[src/hdl/adcc_pkg.sv]
// Purpose: Shared constants and types for the converter control block.
// Assumes: Byte-wide register port, 16-bit peripheral address.
// Notes:   Tick counts are in converter clock periods.
package adcc_pkg;

  // Register addresses in the peripheral space.
  localparam logic [15:0] ADCC_ADDR_CSR   = 16'h0070;
  localparam logic [15:0] ADCC_ADDR_UPPER = 16'h0071;
  localparam logic [15:0] ADCC_ADDR_LOWER = 16'h0072;

  // Field positions inside the control/status register.
  localparam int ADCC_CSR_DONE_BIT  = 7;
  localparam int ADCC_CSR_SPEED_BIT = 6;
  localparam int ADCC_CSR_ON_BIT    = 5;
  localparam int ADCC_CSR_RSVD_BIT  = 4;
  localparam int ADCC_CSR_CH_MSB    = 3;
  localparam int ADCC_CSR_CH_LSB    = 0;

  // Reset values.
  localparam logic [7:0] ADCC_CSR_RESET    = 8'h00;
  localparam logic [9:0] ADCC_RESULT_RESET = 10'h000;
  localparam logic [7:0] ADCC_RD_IDLE      = 8'h00;

  // Conversion geometry and timing counts.
  localparam int         ADCC_RES_BITS     = 10;
  localparam logic [2:0] ADCC_SAMPLE_TICKS = 3'h4;
  localparam logic [1:0] ADCC_STEP_TICKS   = 2'h3;
  localparam logic [1:0] ADCC_DIV_SLOW     = 2'h3;
  localparam logic [1:0] ADCC_DIV_FAST     = 2'h1;

  // Conversion sequencer states.
  typedef enum logic [1:0] {
    ADCC_IDLE    = 2'b00,
    ADCC_SAMPLE  = 2'b01,
    ADCC_CONVERT = 2'b10
  } adcc_state_t;

endpackage : adcc_pkg

[src/hdl/adcc_clk_if.sv]
// Purpose: Carries the converter clock request and tick between modules.
// Assumes: Single CPU clock domain.
// Notes:   The tick is a one-cycle pulse per converter clock period.
`timescale 1ns/1ps
`default_nettype none
interface adcc_clk_if;
  logic fast_sel;
  logic run;
  logic tick;

  modport ctrl (output fast_sel, output run, input tick);
  modport div  (input fast_sel, input run, output tick);
endinterface : adcc_clk_if
`default_nettype wire

[src/hdl/adcc_clk_div.sv]
// Purpose: Derives the converter clock tick from the CPU clock.
// Assumes: Divide by four when fast_sel is low, by two when high.
// Notes:   The divider holds at zero while the converter is off.
`timescale 1ns/1ps
`default_nettype none
module adcc_clk_div
  import adcc_pkg::*;
(
  input  wire logic  clk,
  input  wire logic  rstn,
  adcc_clk_if.div    cif
);

  logic [1:0] div_cnt_reg;
  logic [1:0] div_last;
  logic       tick_reg;

  // Terminal count picks the division ratio.
  assign div_last = cif.fast_sel ? ADCC_DIV_FAST : ADCC_DIV_SLOW;

  // Free counter that wraps at the terminal count while running.
  always_ff @(posedge clk or negedge rstn) begin
    if (!rstn) begin
      div_cnt_reg <= 2'h0;
    end else if (!cif.run || div_cnt_reg >= div_last) begin
      div_cnt_reg <= 2'h0;
    end else begin
      div_cnt_reg <= div_cnt_reg + 2'h1;
    end
  end

  // One tick per converter clock period.
  always_ff @(posedge clk or negedge rstn) begin
    if (!rstn) begin
      tick_reg <= 1'b0;
    end else begin
      tick_reg <= cif.run && (div_cnt_reg >= div_last);
    end
  end

  assign cif.tick = tick_reg;

endmodule : adcc_clk_div
`default_nettype wire

[src/hdl/adcc_top.sv]
// Purpose: Control, status and result registers of a 10-bit SAR converter.
// Assumes: Analog comparator and trial DAC sit outside; comparator is async.
// Notes:   Registers are byte wide; reads return data one cycle later.
//
// Function
// - The done flag is set when a conversion ends and cleared by reading the upper result or writing the CSR.
// - The converter clock is the CPU clock over four when the speed bit is 0 and over two when it is 1.
// - Writing the on bit high enables and starts conversion, writing it low disables and stops it.
// - The four-bit channel field is a binary channel number, 0 for input zero up to 15 for input fifteen.
// - The upper result register shows result bits 9 to 2 in bits 7 to 0.
// - The lower result register reads zero in bits 7 to 2.
// - The lower result register shows result bits 1 and 0 in bits 1 and 0.
// - All CSR bits but the done flag and the reserved bit 4 are writable, and both result registers are read only.
// - Reset clears the CSR and both result registers to zero.
// - The CSR sits at 0070h, the upper result at 0071h and the lower result at 0072h.
// - While enabled the converter repeats conversions of the selected channel back to back.
// - A channel change abandons the current conversion, clears the done flag and restarts on the new channel.
// - The result saturates at all ones above the upper reference and all zeros below the lower one.
`timescale 1ns/1ps
`default_nettype none
module adcc_top
  import adcc_pkg::*;
(
  input  wire logic        clk,
  input  wire logic        rstn,
  input  wire logic [15:0] addr,
  input  wire logic [7:0]  wr_data,
  input  wire logic        wr_stb,
  input  wire logic        rd_stb,
  output logic      [7:0]  rd_data,
  input  wire logic        comp_above,
  output logic      [3:0]  channel_field,
  output logic             converter_on,
  output logic             sample_hold,
  output logic      [9:0]  trial_code
);

  // Address decode shared by the read and write paths.
  function automatic logic addr_is(input logic [15:0] a, input logic [15:0] reg_addr);
    addr_is = (a == reg_addr);
  endfunction : addr_is

  adcc_clk_if cif ();

  adcc_state_t state_reg;
  adcc_state_t state_next;
  logic        done_flag_reg;
  logic        speed_reg;
  logic        on_reg;
  logic [3:0]  chan_reg;
  logic [9:0]  result_reg;
  logic [7:0]  rd_data_reg;
  logic [9:0]  trial_reg;
  logic [9:0]  trial_next;
  logic [3:0]  bit_idx_reg;
  logic [2:0]  sample_cnt_reg;
  logic [1:0]  step_cnt_reg;
  logic        sync1_reg;
  logic        sync2_reg;
  logic        sync3_reg;
  logic        comp_filt_reg;
  logic        sample_hold_reg;
  logic        csr_wr;
  logic        upper_rd;
  logic        chan_change;
  logic        restart;
  logic        stop_req;
  logic        decide;
  logic        conv_end;
  logic [9:0]  decided_code;
  logic [9:0]  bit_mask;

  // Converter clock divider, steered by the speed bit and the on bit.
  // The divider holds while the converter is off, so the first tick after a
  // start arrives one CPU clock late. Software sees this only as a slightly
  // longer first sample phase. A speed change moves the terminal count at once, but
  // the counter wraps at or above it, so a period never drops below two CPU clocks.
  adcc_clk_div u_div (
    .clk  (clk),
    .rstn (rstn),
    .cif  (cif.div)
  );

  assign cif.fast_sel = speed_reg;
  assign cif.run      = on_reg;

  // Bus access qualifiers.
  assign csr_wr      = wr_stb && addr_is(addr, ADCC_ADDR_CSR);
  assign upper_rd    = rd_stb && addr_is(addr, ADCC_ADDR_UPPER);
  assign chan_change = csr_wr && on_reg && wr_data[ADCC_CSR_ON_BIT]
                       && (wr_data[ADCC_CSR_CH_MSB:ADCC_CSR_CH_LSB] != chan_reg);

  // A fresh start happens when the converter is switched on or the channel moves.
  assign restart = chan_change
                   || (csr_wr && !on_reg && wr_data[ADCC_CSR_ON_BIT]);

  // A write that clears the on bit stops the sequencer at once.
  // It also cancels a conversion end that falls in the same cycle. A stopped
  // converter therefore never reports a result that software no longer expects.
  assign stop_req = csr_wr && !wr_data[ADCC_CSR_ON_BIT];

  // Speed bit is plain software storage.
  always_ff @(posedge clk or negedge rstn) begin
    if (!rstn) begin
      speed_reg <= ADCC_CSR_RESET[ADCC_CSR_SPEED_BIT];
    end else if (csr_wr) begin
      speed_reg <= wr_data[ADCC_CSR_SPEED_BIT];
    end
  end

  // On bit enables the converter.
  always_ff @(posedge clk or negedge rstn) begin
    if (!rstn) begin
      on_reg <= ADCC_CSR_RESET[ADCC_CSR_ON_BIT];
    end else if (csr_wr) begin
      on_reg <= wr_data[ADCC_CSR_ON_BIT];
    end
  end

  // Channel field selects the analog input by its binary value.
  always_ff @(posedge clk or negedge rstn) begin
    if (!rstn) begin
      chan_reg <= ADCC_CSR_RESET[ADCC_CSR_CH_MSB:ADCC_CSR_CH_LSB];
    end else if (csr_wr) begin
      chan_reg <= wr_data[ADCC_CSR_CH_MSB:ADCC_CSR_CH_LSB];
    end
  end

  // Three-stage synchroniser for the asynchronous comparator output.
  // The first stage may go metastable, so only the second stage reads it.
  // The third stage exists only for the agreement test below. That test turns
  // a one-cycle glitch of the comparator into no change at all.
  always_ff @(posedge clk or negedge rstn) begin
    if (!rstn) begin
      sync1_reg <= 1'b0;
      sync2_reg <= 1'b0;
      sync3_reg <= 1'b0;
    end else begin
      sync1_reg <= comp_above;
      sync2_reg <= sync1_reg;
      sync3_reg <= sync2_reg;
    end
  end

  // The comparator level is accepted once the last two stages agree.
  always_ff @(posedge clk or negedge rstn) begin
    if (!rstn) begin
      comp_filt_reg <= 1'b0;
    end else if (sync2_reg == sync3_reg) begin
      comp_filt_reg <= sync3_reg;
    end
  end

  // A decision falls on the last tick of each successive-approximation step.
  // At the fast speed a step is six CPU clocks. The comparator answer needs one
  // clock in the analog path, three in the synchroniser and one in the filter,
  // so the filtered level is ready just in time for the decision.
  assign decide   = (state_reg == ADCC_CONVERT) && cif.tick
                    && (step_cnt_reg == ADCC_STEP_TICKS - 2'h1);

  // The end is dropped when the same write restarts or stops the converter.
  assign conv_end = decide && (bit_idx_reg == 4'h0) && !restart && !stop_req;

  // Mask of the bit under trial.
  assign bit_mask = 10'h001 << bit_idx_reg;

  // Keep the trial bit if the input is above it, else drop it.
  // An input above the top reference keeps every bit, one below drops every bit.
  assign decided_code = comp_filt_reg ? trial_reg : (trial_reg & ~bit_mask);

  // Sequencer next state.
  always_comb begin
    state_next = state_reg;
    case (state_reg)
      ADCC_IDLE: begin
        if (restart) begin
          state_next = ADCC_SAMPLE;
        end
      end
      ADCC_SAMPLE: begin
        if (cif.tick && sample_cnt_reg == ADCC_SAMPLE_TICKS - 3'h1) begin
          state_next = ADCC_CONVERT;
        end
      end
      ADCC_CONVERT: begin
        if (conv_end) begin
          state_next = ADCC_SAMPLE;
        end
      end
      default: begin
        state_next = ADCC_IDLE;
      end
    endcase
    if (restart) begin
      state_next = ADCC_SAMPLE;
    end
    if (stop_req) begin
      state_next = ADCC_IDLE;
    end
  end

  // Sequencer state register.
  always_ff @(posedge clk or negedge rstn) begin
    if (!rstn) begin
      state_reg <= ADCC_IDLE;
    end else begin
      state_reg <= state_next;
    end
  end

  // Sample phase counter in converter ticks.
  // A restart during sampling begins the full sample phase again, so a
  // channel change never gets a shortened sample of the new input.
  always_ff @(posedge clk or negedge rstn) begin
    if (!rstn) begin
      sample_cnt_reg <= 3'h0;
    end else if (state_next != ADCC_SAMPLE || state_reg != ADCC_SAMPLE || restart) begin
      sample_cnt_reg <= 3'h0;
    end else if (cif.tick) begin
      sample_cnt_reg <= sample_cnt_reg + 3'h1;
    end
  end

  // Step counter gives the comparator time to settle through the synchroniser.
  always_ff @(posedge clk or negedge rstn) begin
    if (!rstn) begin
      step_cnt_reg <= 2'h0;
    end else if (state_next != ADCC_CONVERT || state_reg != ADCC_CONVERT || decide) begin
      step_cnt_reg <= 2'h0;
    end else if (cif.tick) begin
      step_cnt_reg <= step_cnt_reg + 2'h1;
    end
  end

  // Bit index walks from the top bit down to bit zero.
  always_ff @(posedge clk or negedge rstn) begin
    if (!rstn) begin
      bit_idx_reg <= 4'h0;
    end else if (state_next == ADCC_CONVERT && state_reg != ADCC_CONVERT) begin
      bit_idx_reg <= 4'(ADCC_RES_BITS - 1);
    end else if (decide && bit_idx_reg != 4'h0) begin
      bit_idx_reg <= bit_idx_reg - 4'h1;
    end
  end

  // Trial code: start at mid scale, then settle one bit per step.
  // Leaving the convert phase wins over a decision in the same cycle, so a
  // stop or restart always returns the DAC code to zero.
  always_comb begin
    trial_next = trial_reg;
    if (state_next == ADCC_CONVERT && state_reg != ADCC_CONVERT) begin
      trial_next = 10'h200;
    end else if (state_next != ADCC_CONVERT) begin
      trial_next = 10'h000;
    end else if (decide && bit_idx_reg != 4'h0) begin
      trial_next = decided_code | (bit_mask >> 1);
    end
  end

  // Trial code register drives the comparison DAC.
  always_ff @(posedge clk or negedge rstn) begin
    if (!rstn) begin
      trial_reg <= 10'h000;
    end else begin
      trial_reg <= trial_next;
    end
  end

  // Sample and hold switch closes during the sample phase.
  always_ff @(posedge clk or negedge rstn) begin
    if (!rstn) begin
      sample_hold_reg <= 1'b0;
    end else begin
      sample_hold_reg <= (state_next == ADCC_SAMPLE);
    end
  end

  // The result is not latched against reads; each conversion overwrites it.
  always_ff @(posedge clk or negedge rstn) begin
    if (!rstn) begin
      result_reg <= ADCC_RESULT_RESET;
    end else if (conv_end) begin
      result_reg <= decided_code;
    end
  end

  // Done flag: set at conversion end, cleared by an upper read or CSR write.
  // A setting event wins over a clear in the same cycle.
  // Losing a completion would leave software polling for a result that has
  // already arrived, while a stale flag costs only one extra read.
  always_ff @(posedge clk or negedge rstn) begin
    if (!rstn) begin
      done_flag_reg <= ADCC_CSR_RESET[ADCC_CSR_DONE_BIT];
    end else if (conv_end) begin
      done_flag_reg <= 1'b1;
    end else if (upper_rd || csr_wr) begin
      done_flag_reg <= 1'b0;
    end
  end

  // Read data stand for one cycle after the strobe, zero otherwise.
  // Returning zero between reads keeps the shared read bus quiet. The reserved
  // control bit always reads back as zero, whatever software wrote there.
  // Unmapped addresses read as zero and never disturb any state.
  always_ff @(posedge clk or negedge rstn) begin
    if (!rstn) begin
      rd_data_reg <= ADCC_RD_IDLE;
    end else if (!rd_stb) begin
      rd_data_reg <= ADCC_RD_IDLE;
    end else if (addr_is(addr, ADCC_ADDR_CSR)) begin
      rd_data_reg <= {done_flag_reg, speed_reg, on_reg, 1'b0, chan_reg};
    end else if (addr_is(addr, ADCC_ADDR_UPPER)) begin
      rd_data_reg <= result_reg[9:2];
    end else if (addr_is(addr, ADCC_ADDR_LOWER)) begin
      rd_data_reg <= {6'h00, result_reg[1:0]};
    end else begin
      rd_data_reg <= ADCC_RD_IDLE;
    end
  end

  // Outputs come straight from flip-flops.
  // The channel select and the on bit drive the analog mux and the bias
  // enables directly. Keeping them registered avoids glitches on those pins.
  assign rd_data       = rd_data_reg;
  assign channel_field = chan_reg;
  assign converter_on  = on_reg;
  assign sample_hold   = sample_hold_reg;
  assign trial_code    = trial_reg;

endmodule : adcc_top
`default_nettype wire

[config.mk]
export PLATFORM = sky130hd
export DESIGN_NAME = adcc_top
export DESIGN_NICKNAME = d
export VERILOG_FILES = /design/src/hdl/adcc_pkg.sv /design/src/hdl/adcc_clk_if.sv /design/src/hdl/adcc_clk_div.sv /design/src/hdl/adcc_top.sv
export SDC_FILE = /design/constraint.sdc
export NUM_CORES = 1
export LEC_CHECK = 0
export BUFFER_PORTS_ARGS = -buffer_cell sky130_fd_sc_hd__buf_2
export CORE_MARGIN = 2
export CORE_UTILIZATION = 53
export DETAILED_ROUTE_END_ITERATION = 8
export HOLD_SLACK_MARGIN = 0.08
export PLACE_DENSITY = 0.77
export SLEW_MARGIN = 5
export SYNTH_ARGS = -nofsm -noshare
export SYNTH_HDL_FRONTEND = slang
export SYNTH_SLANG_ARGS = --single-unit
[constraint.sdc]
create_clock -name clk -period 2 [get_ports clk]
set_input_delay 0.2 -clock clk [delete_from_list [all_inputs] [get_ports clk]]
set_output_delay 0.2 -clock clk [all_outputs]
set_load 0.1 [all_outputs]
; Word-level counts from Yosys, hierarchy flattened
; Index checks and enable logic that the tools add are counted.
[word_totals]
regBits = 54
latch_bits = 0
ramBits = 0
rom_bits = 0
in_bits = 29
out_inout_bits = 24
word_cells = 101
mem_count = 0
[classes]
add_sub_neg = 4
mul = 0
n_div = 0
n_lt_le_gt_ge = 1
n_eq_ne = 15
shift = 1
n_mux = 23
n_bitwise = 3
n_reduce_logical = 36
[op_table]
columns = op, n
row1 = "16-bit by 7-bit == test with 1-bit output, second input constant", 3
row2 = 10-bit 2-to-1 mux, 4
row3 = 8-bit 2-to-1 mux, 3
row4 = 2-bit 2-to-1 mux, 9
row5 = 1-bit logical AND, 17
row6 = 10-bit AND, 1
row7 = 10-bit inverter, 1
row8 = 10-bit by 9-bit OR with 10-bit output, 1
row9 = "1-bit by 4-bit left shift with 10-bit output, first input constant", 1
row10 = 4-bit 2-to-1 mux, 2
row11 = 2-bit nonzero test, 4
row12 = 1-bit logical OR, 7
row13 = "2-bit == test, second input constant", 3
row14 = 3-bit 2-to-1 mux, 2
row15 = 2-bit case mux with 3 select lines, 1
row16 = "2-bit by 1-bit adder with 2-bit output, second input constant", 2
row17 = "2-bit by 1-bit == test with 1-bit output, second input constant", 2
row18 = 1-bit logical NOT, 4
row19 = 4-bit logical NOT, 1
row20 = "2-bit by 1-bit != test with 1-bit output, second input constant", 2
row21 = "2-bit != test, second input constant", 2
row22 = 4-bit != test, 1
row23 = 4-bit nonzero test, 1
row24 = "4-bit by 1-bit subtractor with 4-bit output, second input constant", 1
row25 = 7 further kinds, 8

; Depth between registers and ports, before layout
; Gate-level depths: netlist of run 1.
[logic_depth]
word_depth = 17
mapped_depth = 8
ltp_nobuf = 7

; Cells and area by module
; From an unflattened synthesis of run 1, not the netlist that was laid out.
[unflattened]
cells_unflattened = 246
hier_area_um2 = 2615.0
[modules_own_cells]
columns = mod, n_inst, cells_each, area_per_inst_um2, seq_area_each_um2
row1 = adcc_top, 1, 235, 2482.4, 1276.2
row2 = adcc_clk_div, 1, 11, 132.6, 75.1

; Least setup slack after synthesis of run 1
; OpenSTA, ideal clock, no wires.
[synth_path]
path_type = register to register
from = reg chan_reg[0] (netlist: channel_field[0])
to = reg result_reg[3]
setup_time_ns = 0.125
t_arrival_ns = 2.147
required_ns = 1.875
path_slack_ns = -0.271
path_stages_with_launch = 6
path_buffers = 0
synth_period_minus_slack_ns = 2.271
cell_sequence = dfrtp_1 xor2_1 nor3_4 a211oi_4 nor2_4 mux2_2
[synth_between]
elab_chain_cells = 6
[synth_lines]
columns = item, line_no
row1 = from (decl), adcc_top.sv:50  ; logic [3:0] chan_reg;
row2 = from (signal assigned), adcc_top.sv:123  ; chan_reg <= ADCC_CSR_RESET[ADCC_CSR_CH_MSB:ADCC_CSR_CH_LSB];
row3 = from (signal assigned), adcc_top.sv:125  ; chan_reg <= wr_data[ADCC_CSR_CH_MSB:ADCC_CSR_CH_LSB];
row4 = 4-bit != test, adcc_top.sv:91  ; && (wr_data[ADCC_CSR_CH_MSB:ADCC_CSR_CH_LSB] != chan_reg);
row5 = 1-bit logical AND, adcc_top.sv:91
row6 = 1-bit logical OR, adcc_top.sv:95  ; || (csr_wr && !on_reg && wr_data[ADCC_CSR_ON_BIT]);
row7 = 1-bit logical NOT, adcc_top.sv:162  ; assign conv_end = decide && (bit_idx_reg == 4'h0) && !restart && !stop_req;
row8 = 1-bit logical AND (2 in series), adcc_top.sv:162
row9 = to (signal assigned), adcc_top.sv:283  ; result_reg <= decided_code;
row10 = to (decl), adcc_top.sv:51  ; logic [9:0] result_reg;
; No other way between the ends.
; A chain may end at the register's enable or synchronous reset.

; Worst setup path after layout of run 1
[layout_path]
from = reg bit_idx_reg[0]
to = reg result_reg[7]
[layout_between]
elab_chain_cells = 4
elab_cells_between_ends = 8
classes_between = shift: 1 / mux: 1 / bitwise: 2 / reduce/logical: 4
[layout_lines]
columns = item, line_no
row1 = from (decl), adcc_top.sv:55  ; logic [3:0] bit_idx_reg;
row2 = from (signal assigned), adcc_top.sv:240  ; bit_idx_reg <= 4'(ADCC_RES_BITS - 1);
row3 = from (signal assigned), adcc_top.sv:242  ; bit_idx_reg <= bit_idx_reg - 4'h1;
row4 = 1-bit by 4-bit left shift with 10-bit output or 4-bit logical NOT (tied branches), "adcc_top.sv:165, adcc_top.sv:162"
row5 = 10-bit inverter or 1-bit logical AND (tied branches), "adcc_top.sv:169, adcc_top.sv:162"
row6 = 10-bit AND or 1-bit logical AND (tied branches), "adcc_top.sv:169, adcc_top.sv:162"
row7 = 10-bit 2-to-1 mux or 1-bit logical AND (tied branches), "adcc_top.sv:169, adcc_top.sv:162"
; Parallel ways exist; a longest one is shown, timed or not.

==> results of run 1 <==
## stage by stage
| stage | worst slack [ns] | util |
|---|---|---|
| after floorplan | 0.0412 | - |
| after global placement | 0.208 | 0.639 |
| after detailed placement | 0.158 | 0.639 |
| after CTS | 0.143 | 0.664 |
| after global routing | 0.00459 | 0.664 |
| final | 0.120 | 0.664 |
## worst max path at each step
stage / to / slack (ns) / depth (start not counted)
detailed placement: result_reg[7] / 0.16 / 6
CTS: result_reg[7] / 0.14 / 5
global placement: result_reg[4] / 0.21 / 6
global route: bit_idx_reg[2] / 0.005 / 7
floorplan: result_reg[3] / 0.04 / 5
finish: result_reg[7] / 0.12 / 5
## final cells by class
class | instances | area [um2]
sequential | 54 | 1360
timing repair buffer | 62 | 358
multi-input combinational | 178 | 1260
tap | 67 | 83.8
inverter | 7 | 26.3
clock buffer | 5 | 68.8
clock inverter | 3 | 28.8
fill | 379 | 1610
## kinds of logic (layout without fill, tap and decap cells)
group / Yosys count / in the layout / share of synthesized area
simple gates: 94 / 94 / 0.197
flops: 54 / 54 / 0.505
compound gates: 46 / 46 / 0.119
mux: 21 / 21 / 0.0838
buf+inv: 14 / 77 / 0.0257
fa+ha+maj: 10 / 10 / 0.0459
xor+xnor: 7 / 7 / 0.0229
## per-layer routing
metal | track usage | vias up | wire (um)
met5 | 0 | - | 0
met4 | 0.0734 | 0 | 64
met3 | 0.0509 | 5 | 196
met2 | 0.354 | 47 | 2660
met1 | 0.294 | 944 | 2530
li1 | - | 981 | -
## critical path, cell delays in order (launching register included)
cell,delay (ns)
sky130_fd_sc_hd__dfrtp_1,0.45
sky130_fd_sc_hd__inv_1,0.15
sky130_fd_sc_hd__ha_1,0.34
sky130_fd_sc_hd__nand3_2,0.16
sky130_fd_sc_hd__nor2_4,0.29
sky130_fd_sc_hd__mux2_2,0.38
## power groups by stage
stage | combinational (mW) | sequential, mW | clock (mW)
detailed placement | 0.101 | 1.12 | 0
CTS | 0.104 | 1.10 | 0.667
global route | 0.115 | 1.10 | 0.707
global placement | 0.0982 | 1.12 | 0
finish | 0.102 | 1.10 | 0.651
floorplan | 0.0327 | 1.13 | 0
## synthesized netlist by cell type, drive strengths merged (2+ instances only)
master	number	share of area
nand2b	9	0.021
and3	2	0.0066
dfrtp	54	0.51
a22oi	2	0.0056
xnor2	3	0.0098
o21ai	10	0.019
a21oi	11	0.021
nor2b	8	0.019
xor2	4	0.013
ha	9	0.042
nor2	32	0.049
clkbuf	3	0.0042
o31ai	4	0.011
inv	7	0.0098
nor3	7	0.017
nor4	2	0.016
a21boi	4	0.011
o22a	2	0.0066
mux2i	10	0.037
nand2	18	0.025
nand3	8	0.022
a211oi	5	0.023
or2	4	0.0094
mux2	11	0.046
a31oi	2	0.0047
o22ai	3	0.0070
and4b	2	0.0075
buf	4	0.012
## what timing repair did
| action | 4_1_cts | 5_1_grt |
|---|---|---|
| resized for setup | 0 | 1 |
| endpoints found under the setup margin | 0 | 1 |
| hold buffers | 2 | 0 |
| endpoints found under the hold margin | 27 | 0 |
==> out/results.ini, run 1 <==
[status]
outcome = finished, final reports clean

[cts]
clock_insertion_delay_worst_skew_ns = 0.32
clk_transition_reported_paths_ns = 0.11
cts.sinks = 54
cts_root_buf = sky130_fd_sc_hd__clkbuf_8
tritoncts.num_buffers = 5
cts_tree = built
max-clock-path-buffers = 2
post_cts.repair.setup_buffers = 0
htree_num_levels = 2

[yosys]
synth_warnings = 0
syn-mean-instance-area_um2 = 10.9
syn-instance-count = 246
synth_seq_area_share = 0.505
synth_fp_nets = 284
synth_cell_type_count = 45
number_of_synthesized_register_bits = 54
async_flop_share = 1.00
synth_enable_flop_cells = 0
most_instantiated_flip_flop_cell_in_the_synthesis_netlist = sky130_fd_sc_hd__dfrtp_1
synth_area_um2 = 2670

[routing]
drt-wirelength-per-cell_um = 14.5
routed_via_density = 5.26
vias = 1977
drtIter0Drc = 141
wirelength_um = 5440
firstDrtPassIters = 4
final_antenna_net_count = 0
drcViolationCount = 0

[pwr]
finalPower_mw = 1.86
comb_power_share = 0.055
sequential_share_of_power = 0.594
power.share.switching = 0.245
clockPowerShare = 0.351
peakVddDrop_mv = 0.569
net_switching_power_of_the_design_uw = 455
cellInternalPower_mw = 1.40
power.density_cell_area_nw_per_um2 = 584
power_leakage_nw = 1.49

[floorplan]
std_cell_rows = 25
ios = 53
core_area_um2 = 4790
start_util = 0.559
floorplan.die_area_um2 = 5630
die_h_um = 75.0
dieWidth_um = 75.0

[final_layout]
antenna_cells = 0
most-common-layout-cells = sky130_fd_sc_hd__buf_2 (50), sky130_fd_sc_hd__dfrtp_1 (49), sky130_fd_sc_hd__nor2_1 (29), sky130_fd_sc_hd__nand2_1 (18), sky130_fd_sc_hd__a21oi_1 (11)
layout_commonest_cell = sky130_fd_sc_hd__buf_2
stdcell_area_um2 = 3180
fin_cells = 376
growth_of_design_area_from_synthesis_to_finish_pct = 18.9
final_layout_size_suffix_gt1_frac = 0.288
layout.nets = 346

[setup_path]
r2r_end = result_reg[7]
cp_data_required_time_ns = 2.22
crit_path_end_kind = flop
worst_ep_arrival_time_ns = 2.10
timing.setup.critical_path_class = flop to flop
r2r_setup_slack_ns = 0.12
r2r.worst_path.cells = 5
r2r-start = bit_idx_reg[0]
crit_path_max_fanout = 8
first_element_of_the_critical_path = bit_idx_reg[0]
startpoint_type = flop

[sta]
worst_clock_skew_ns = 0.00926
timing.final.hold_violations = 0
tns_ns = 0
max_freq_mhz = 532
setup_viol = 0
share_of_the_cycle_needed_by_the_critical_path_after_routing = 0.940
timing_max_transition_violations_final = 0
grt_setup_unrepaired = false
worstMarginPinSlew_ns = 0.598
whs_ns = 0.121
slew-limit-headroom = 0.601
period_minus_slack_ns = 1.88

[global_route]
grt_max_degree = 29
grt_remaining_overflow = 0
grt_antenna_before_repair = 0
groute.usage.overall = 0.219
grt_pass1_vias = 1933
global_route_wire_length_before_repair_um = 9000

[placed_design]
place_area_um2 = 3060
dp.final_hpwl_um = 4200
port_buffers = 50
dp_cell_count = 366
replace_congestion = 0.837

[worst_hold_path]
min_delay_worst_endpoint = channel_field[0]
worstHoldStart = wr_data[0]
min_path_cells = 2
min-delay-path-class = primary input to flop

[flow_run]
drv.max_cap_violation_count = 0

No activity file was read; power rests on OpenSTA's default activity.
==> inputs of run 2 (changes only) <==
--- a/config.mk
+++ b/config.mk
@@ -6,6 +6,7 @@
 export NUM_CORES = 1
 export LEC_CHECK = 0
 export BUFFER_PORTS_ARGS = -buffer_cell sky130_fd_sc_hd__buf_2
+export CORE_ASPECT_RATIO = 0.7
 export CORE_MARGIN = 2
 export CORE_UTILIZATION = 53
 export DETAILED_ROUTE_END_ITERATION = 8
==> run 2 against run 1 <==
Effect of this change:
- sequential share of layout area up 0.17 points
- first-iteration DRC count down 26%
- critical endpoint is now trial_code[2]
- worst hold slack worse by 0.020 ns
==> out/results.ini, run 2 (synthesis gave the netlist of run 1 again) <==
[status]
outcome = finished, final reports clean

[routing]
wirelength_um = 5500
routed_via_density = 5.26
vias = 1978
drtIter0Drc = 105
firstDrtPassIters = 4
drcViolationCount = 0
drt-wirelength-per-cell_um = 14.6
final_antenna_net_count = 0

[final_layout]
final_layout_size_suffix_gt1_frac = 0.280
layout_commonest_cell = sky130_fd_sc_hd__buf_2
growth_of_design_area_from_synthesis_to_finish_pct = 18.4
stdcell_area_um2 = 3170
antenna_cells = 0
post-route-util = 0.659
layout.nets = 344
most-common-layout-cells = sky130_fd_sc_hd__buf_2 (50), sky130_fd_sc_hd__dfrtp_1 (49), sky130_fd_sc_hd__nor2_1 (29), sky130_fd_sc_hd__nand2_1 (18), sky130_fd_sc_hd__a21oi_1 (11)
fin_cells = 376

[sta]
share_of_the_cycle_needed_by_the_critical_path_after_routing = 0.898
worstMarginPinSlew_ns = 0.705
slew-limit-headroom = 0.530
timing_max_transition_violations_final = 0
setup_viol = 0
grt_setup_unrepaired = false
period_minus_slack_ns = 1.80
whs_ns = 0.101
worst_clock_skew_ns = 0.00592
max_freq_mhz = 557
tns_ns = 0
timing.final.hold_violations = 0

[setup_path]
critical_path.cell_chain = inv_1 -> ha_1 -> and4b_1 -> buf_4 -> nand2_1 -> or2_1 -> o21ai_0 -> a21oi_1
slowest_cell_on_crit_path = sky130_fd_sc_hd__dfrtp_1
r2r_setup_slack_ns = 0.20
critical-path-max-stage-delay_ns = 0.40
timing.setup.critical_path_class = flop to flop
cp_data_required_time_ns = 2.20
first_element_of_the_critical_path = step_cnt_reg[0]
crit_end = trial_code[2]
worst_ep_arrival_time_ns = 1.99
crit_path_max_fanout = 4
r2r_end = trial_code[2]
r2r.worst_path.cells = 8
crit_path_end_kind = flop
r2r-start = step_cnt_reg[0]
startpoint_type = flop

[floorplan]
floorplan.die_area_um2 = 5640
std_cell_rows = 21
ios = 53
start_util = 0.556
die_h_um = 63.4
dieWidth_um = 88.9
core_area_um2 = 4810

[cts]
max-clock-path-buffers = 2
htree_num_levels = 2
cts.sinks = 54
clock_insertion_delay_worst_skew_ns = 0.31
cts_root_buf = sky130_fd_sc_hd__clkbuf_8
tritoncts.num_buffers = 5
clk_transition_reported_paths_ns = 0.09
cts_tree = built

[placed_design]
place_area_um2 = 3030
dp_cell_count = 366
port_buffers = 50
replace_congestion = 0.868
dp.final_hpwl_um = 4270

[worst_hold_path]
min-delay-path-class = primary input to flop

[pwr]
power.density_cell_area_nw_per_um2 = 607
peakVddDrop_mv = 0.526
power_leakage_nw = 1.48

[global_route]
grt_pass1_vias = 1910
grt_max_degree = 34
grt_remaining_overflow = 0
global_route_wire_length_before_repair_um = 9120
groute.usage.overall = 0.213
grt_antenna_before_repair = 0

[flow_run]
drv.max_cap_violation_count = 0

run 2: cell types whose count changed in the layout (fill, tap and decap cells not counted), sizes merged:
cell and change:
inv -2, bufinv +1, clkinvlp +1, buf -2, clkbuf +1, clkinv -1
run 2: timing repair:
action / 4_1_cts / 5_1_grt
endpoints found under the hold margin: 32 / 0
hold buffers: 2 / 0
resized for setup: 0 / 1
setup endpoints to repair: 0 / 2
setup buffers: 0 / 0
run 2: through the flow:
stage / setup slack [ns] / total power [mW]
after floorplan: 0.0412 / 1.16
after global placement: 0.244 / 1.22
after detailed placement: 0.224 / 1.23
after CTS: 0.200 / 1.94
after global routing: 0.0227 / 2.00
final: 0.204 / 1.92
run 2: metal layers:
layer / wire (um) / vias to the layer above / part of all wire / global-route usage
li1: - / 981 / - / -
met1: 2730 / 934 / 0.50 / 0.324
met2: 2410 / 59 / 0.44 / 0.301
met3: 309 / 4 / 0.056 / 0.0629
met4: 51 / 0 / 0.0093 / 0.0492
met5: 0 / - / 0 / 0
run 2: where the power goes:
group          internal [mW]  total (mW)  switching (mW)
Sequential              1.10        1.10         0.00639
Combinational         0.0408       0.103          0.0622
Clock                  0.373       0.717           0.344
Total                   1.51        1.92           0.413
run 2: cell type report:
class / count / area [um2]
multi-input combinational: 178 / 1260
timing repair buffer: 60 / 330
tap: 69 / 86.3
clock inverter: 2 / 37.5
clock buffer: 6 / 72.6
fill: 399 / 1640
sequential: 54 / 1360
inverter: 7 / 26.3
run 2: worst min path at each step:
stage               slack, ns  depth (start not counted)             end  startpoint
floorplan                -0.1                          0  bit_idx_reg[0]        rstn
global placement         0.28                          1      rd_data[1]        rstn
detailed placement       0.30                          1      rd_data[1]        rstn
CTS                       0.1                          2    cif.fast_sel  wr_data[6]
global route             0.08                          2    cif.fast_sel  wr_data[6]
finish                   0.10                          2    cif.fast_sel  wr_data[6]
run 2: critical path: cells and delay by family, from the launching register on:
family / cells / cell delay [ns]
buffers and inverters: 2 / 0.22
and+or+nand+nor: 3 / 0.60
DFF: 1 / 0.40
adders and majority gates: 1 / 0.20
AOI/OAI and AO/OA: 2 / 0.27
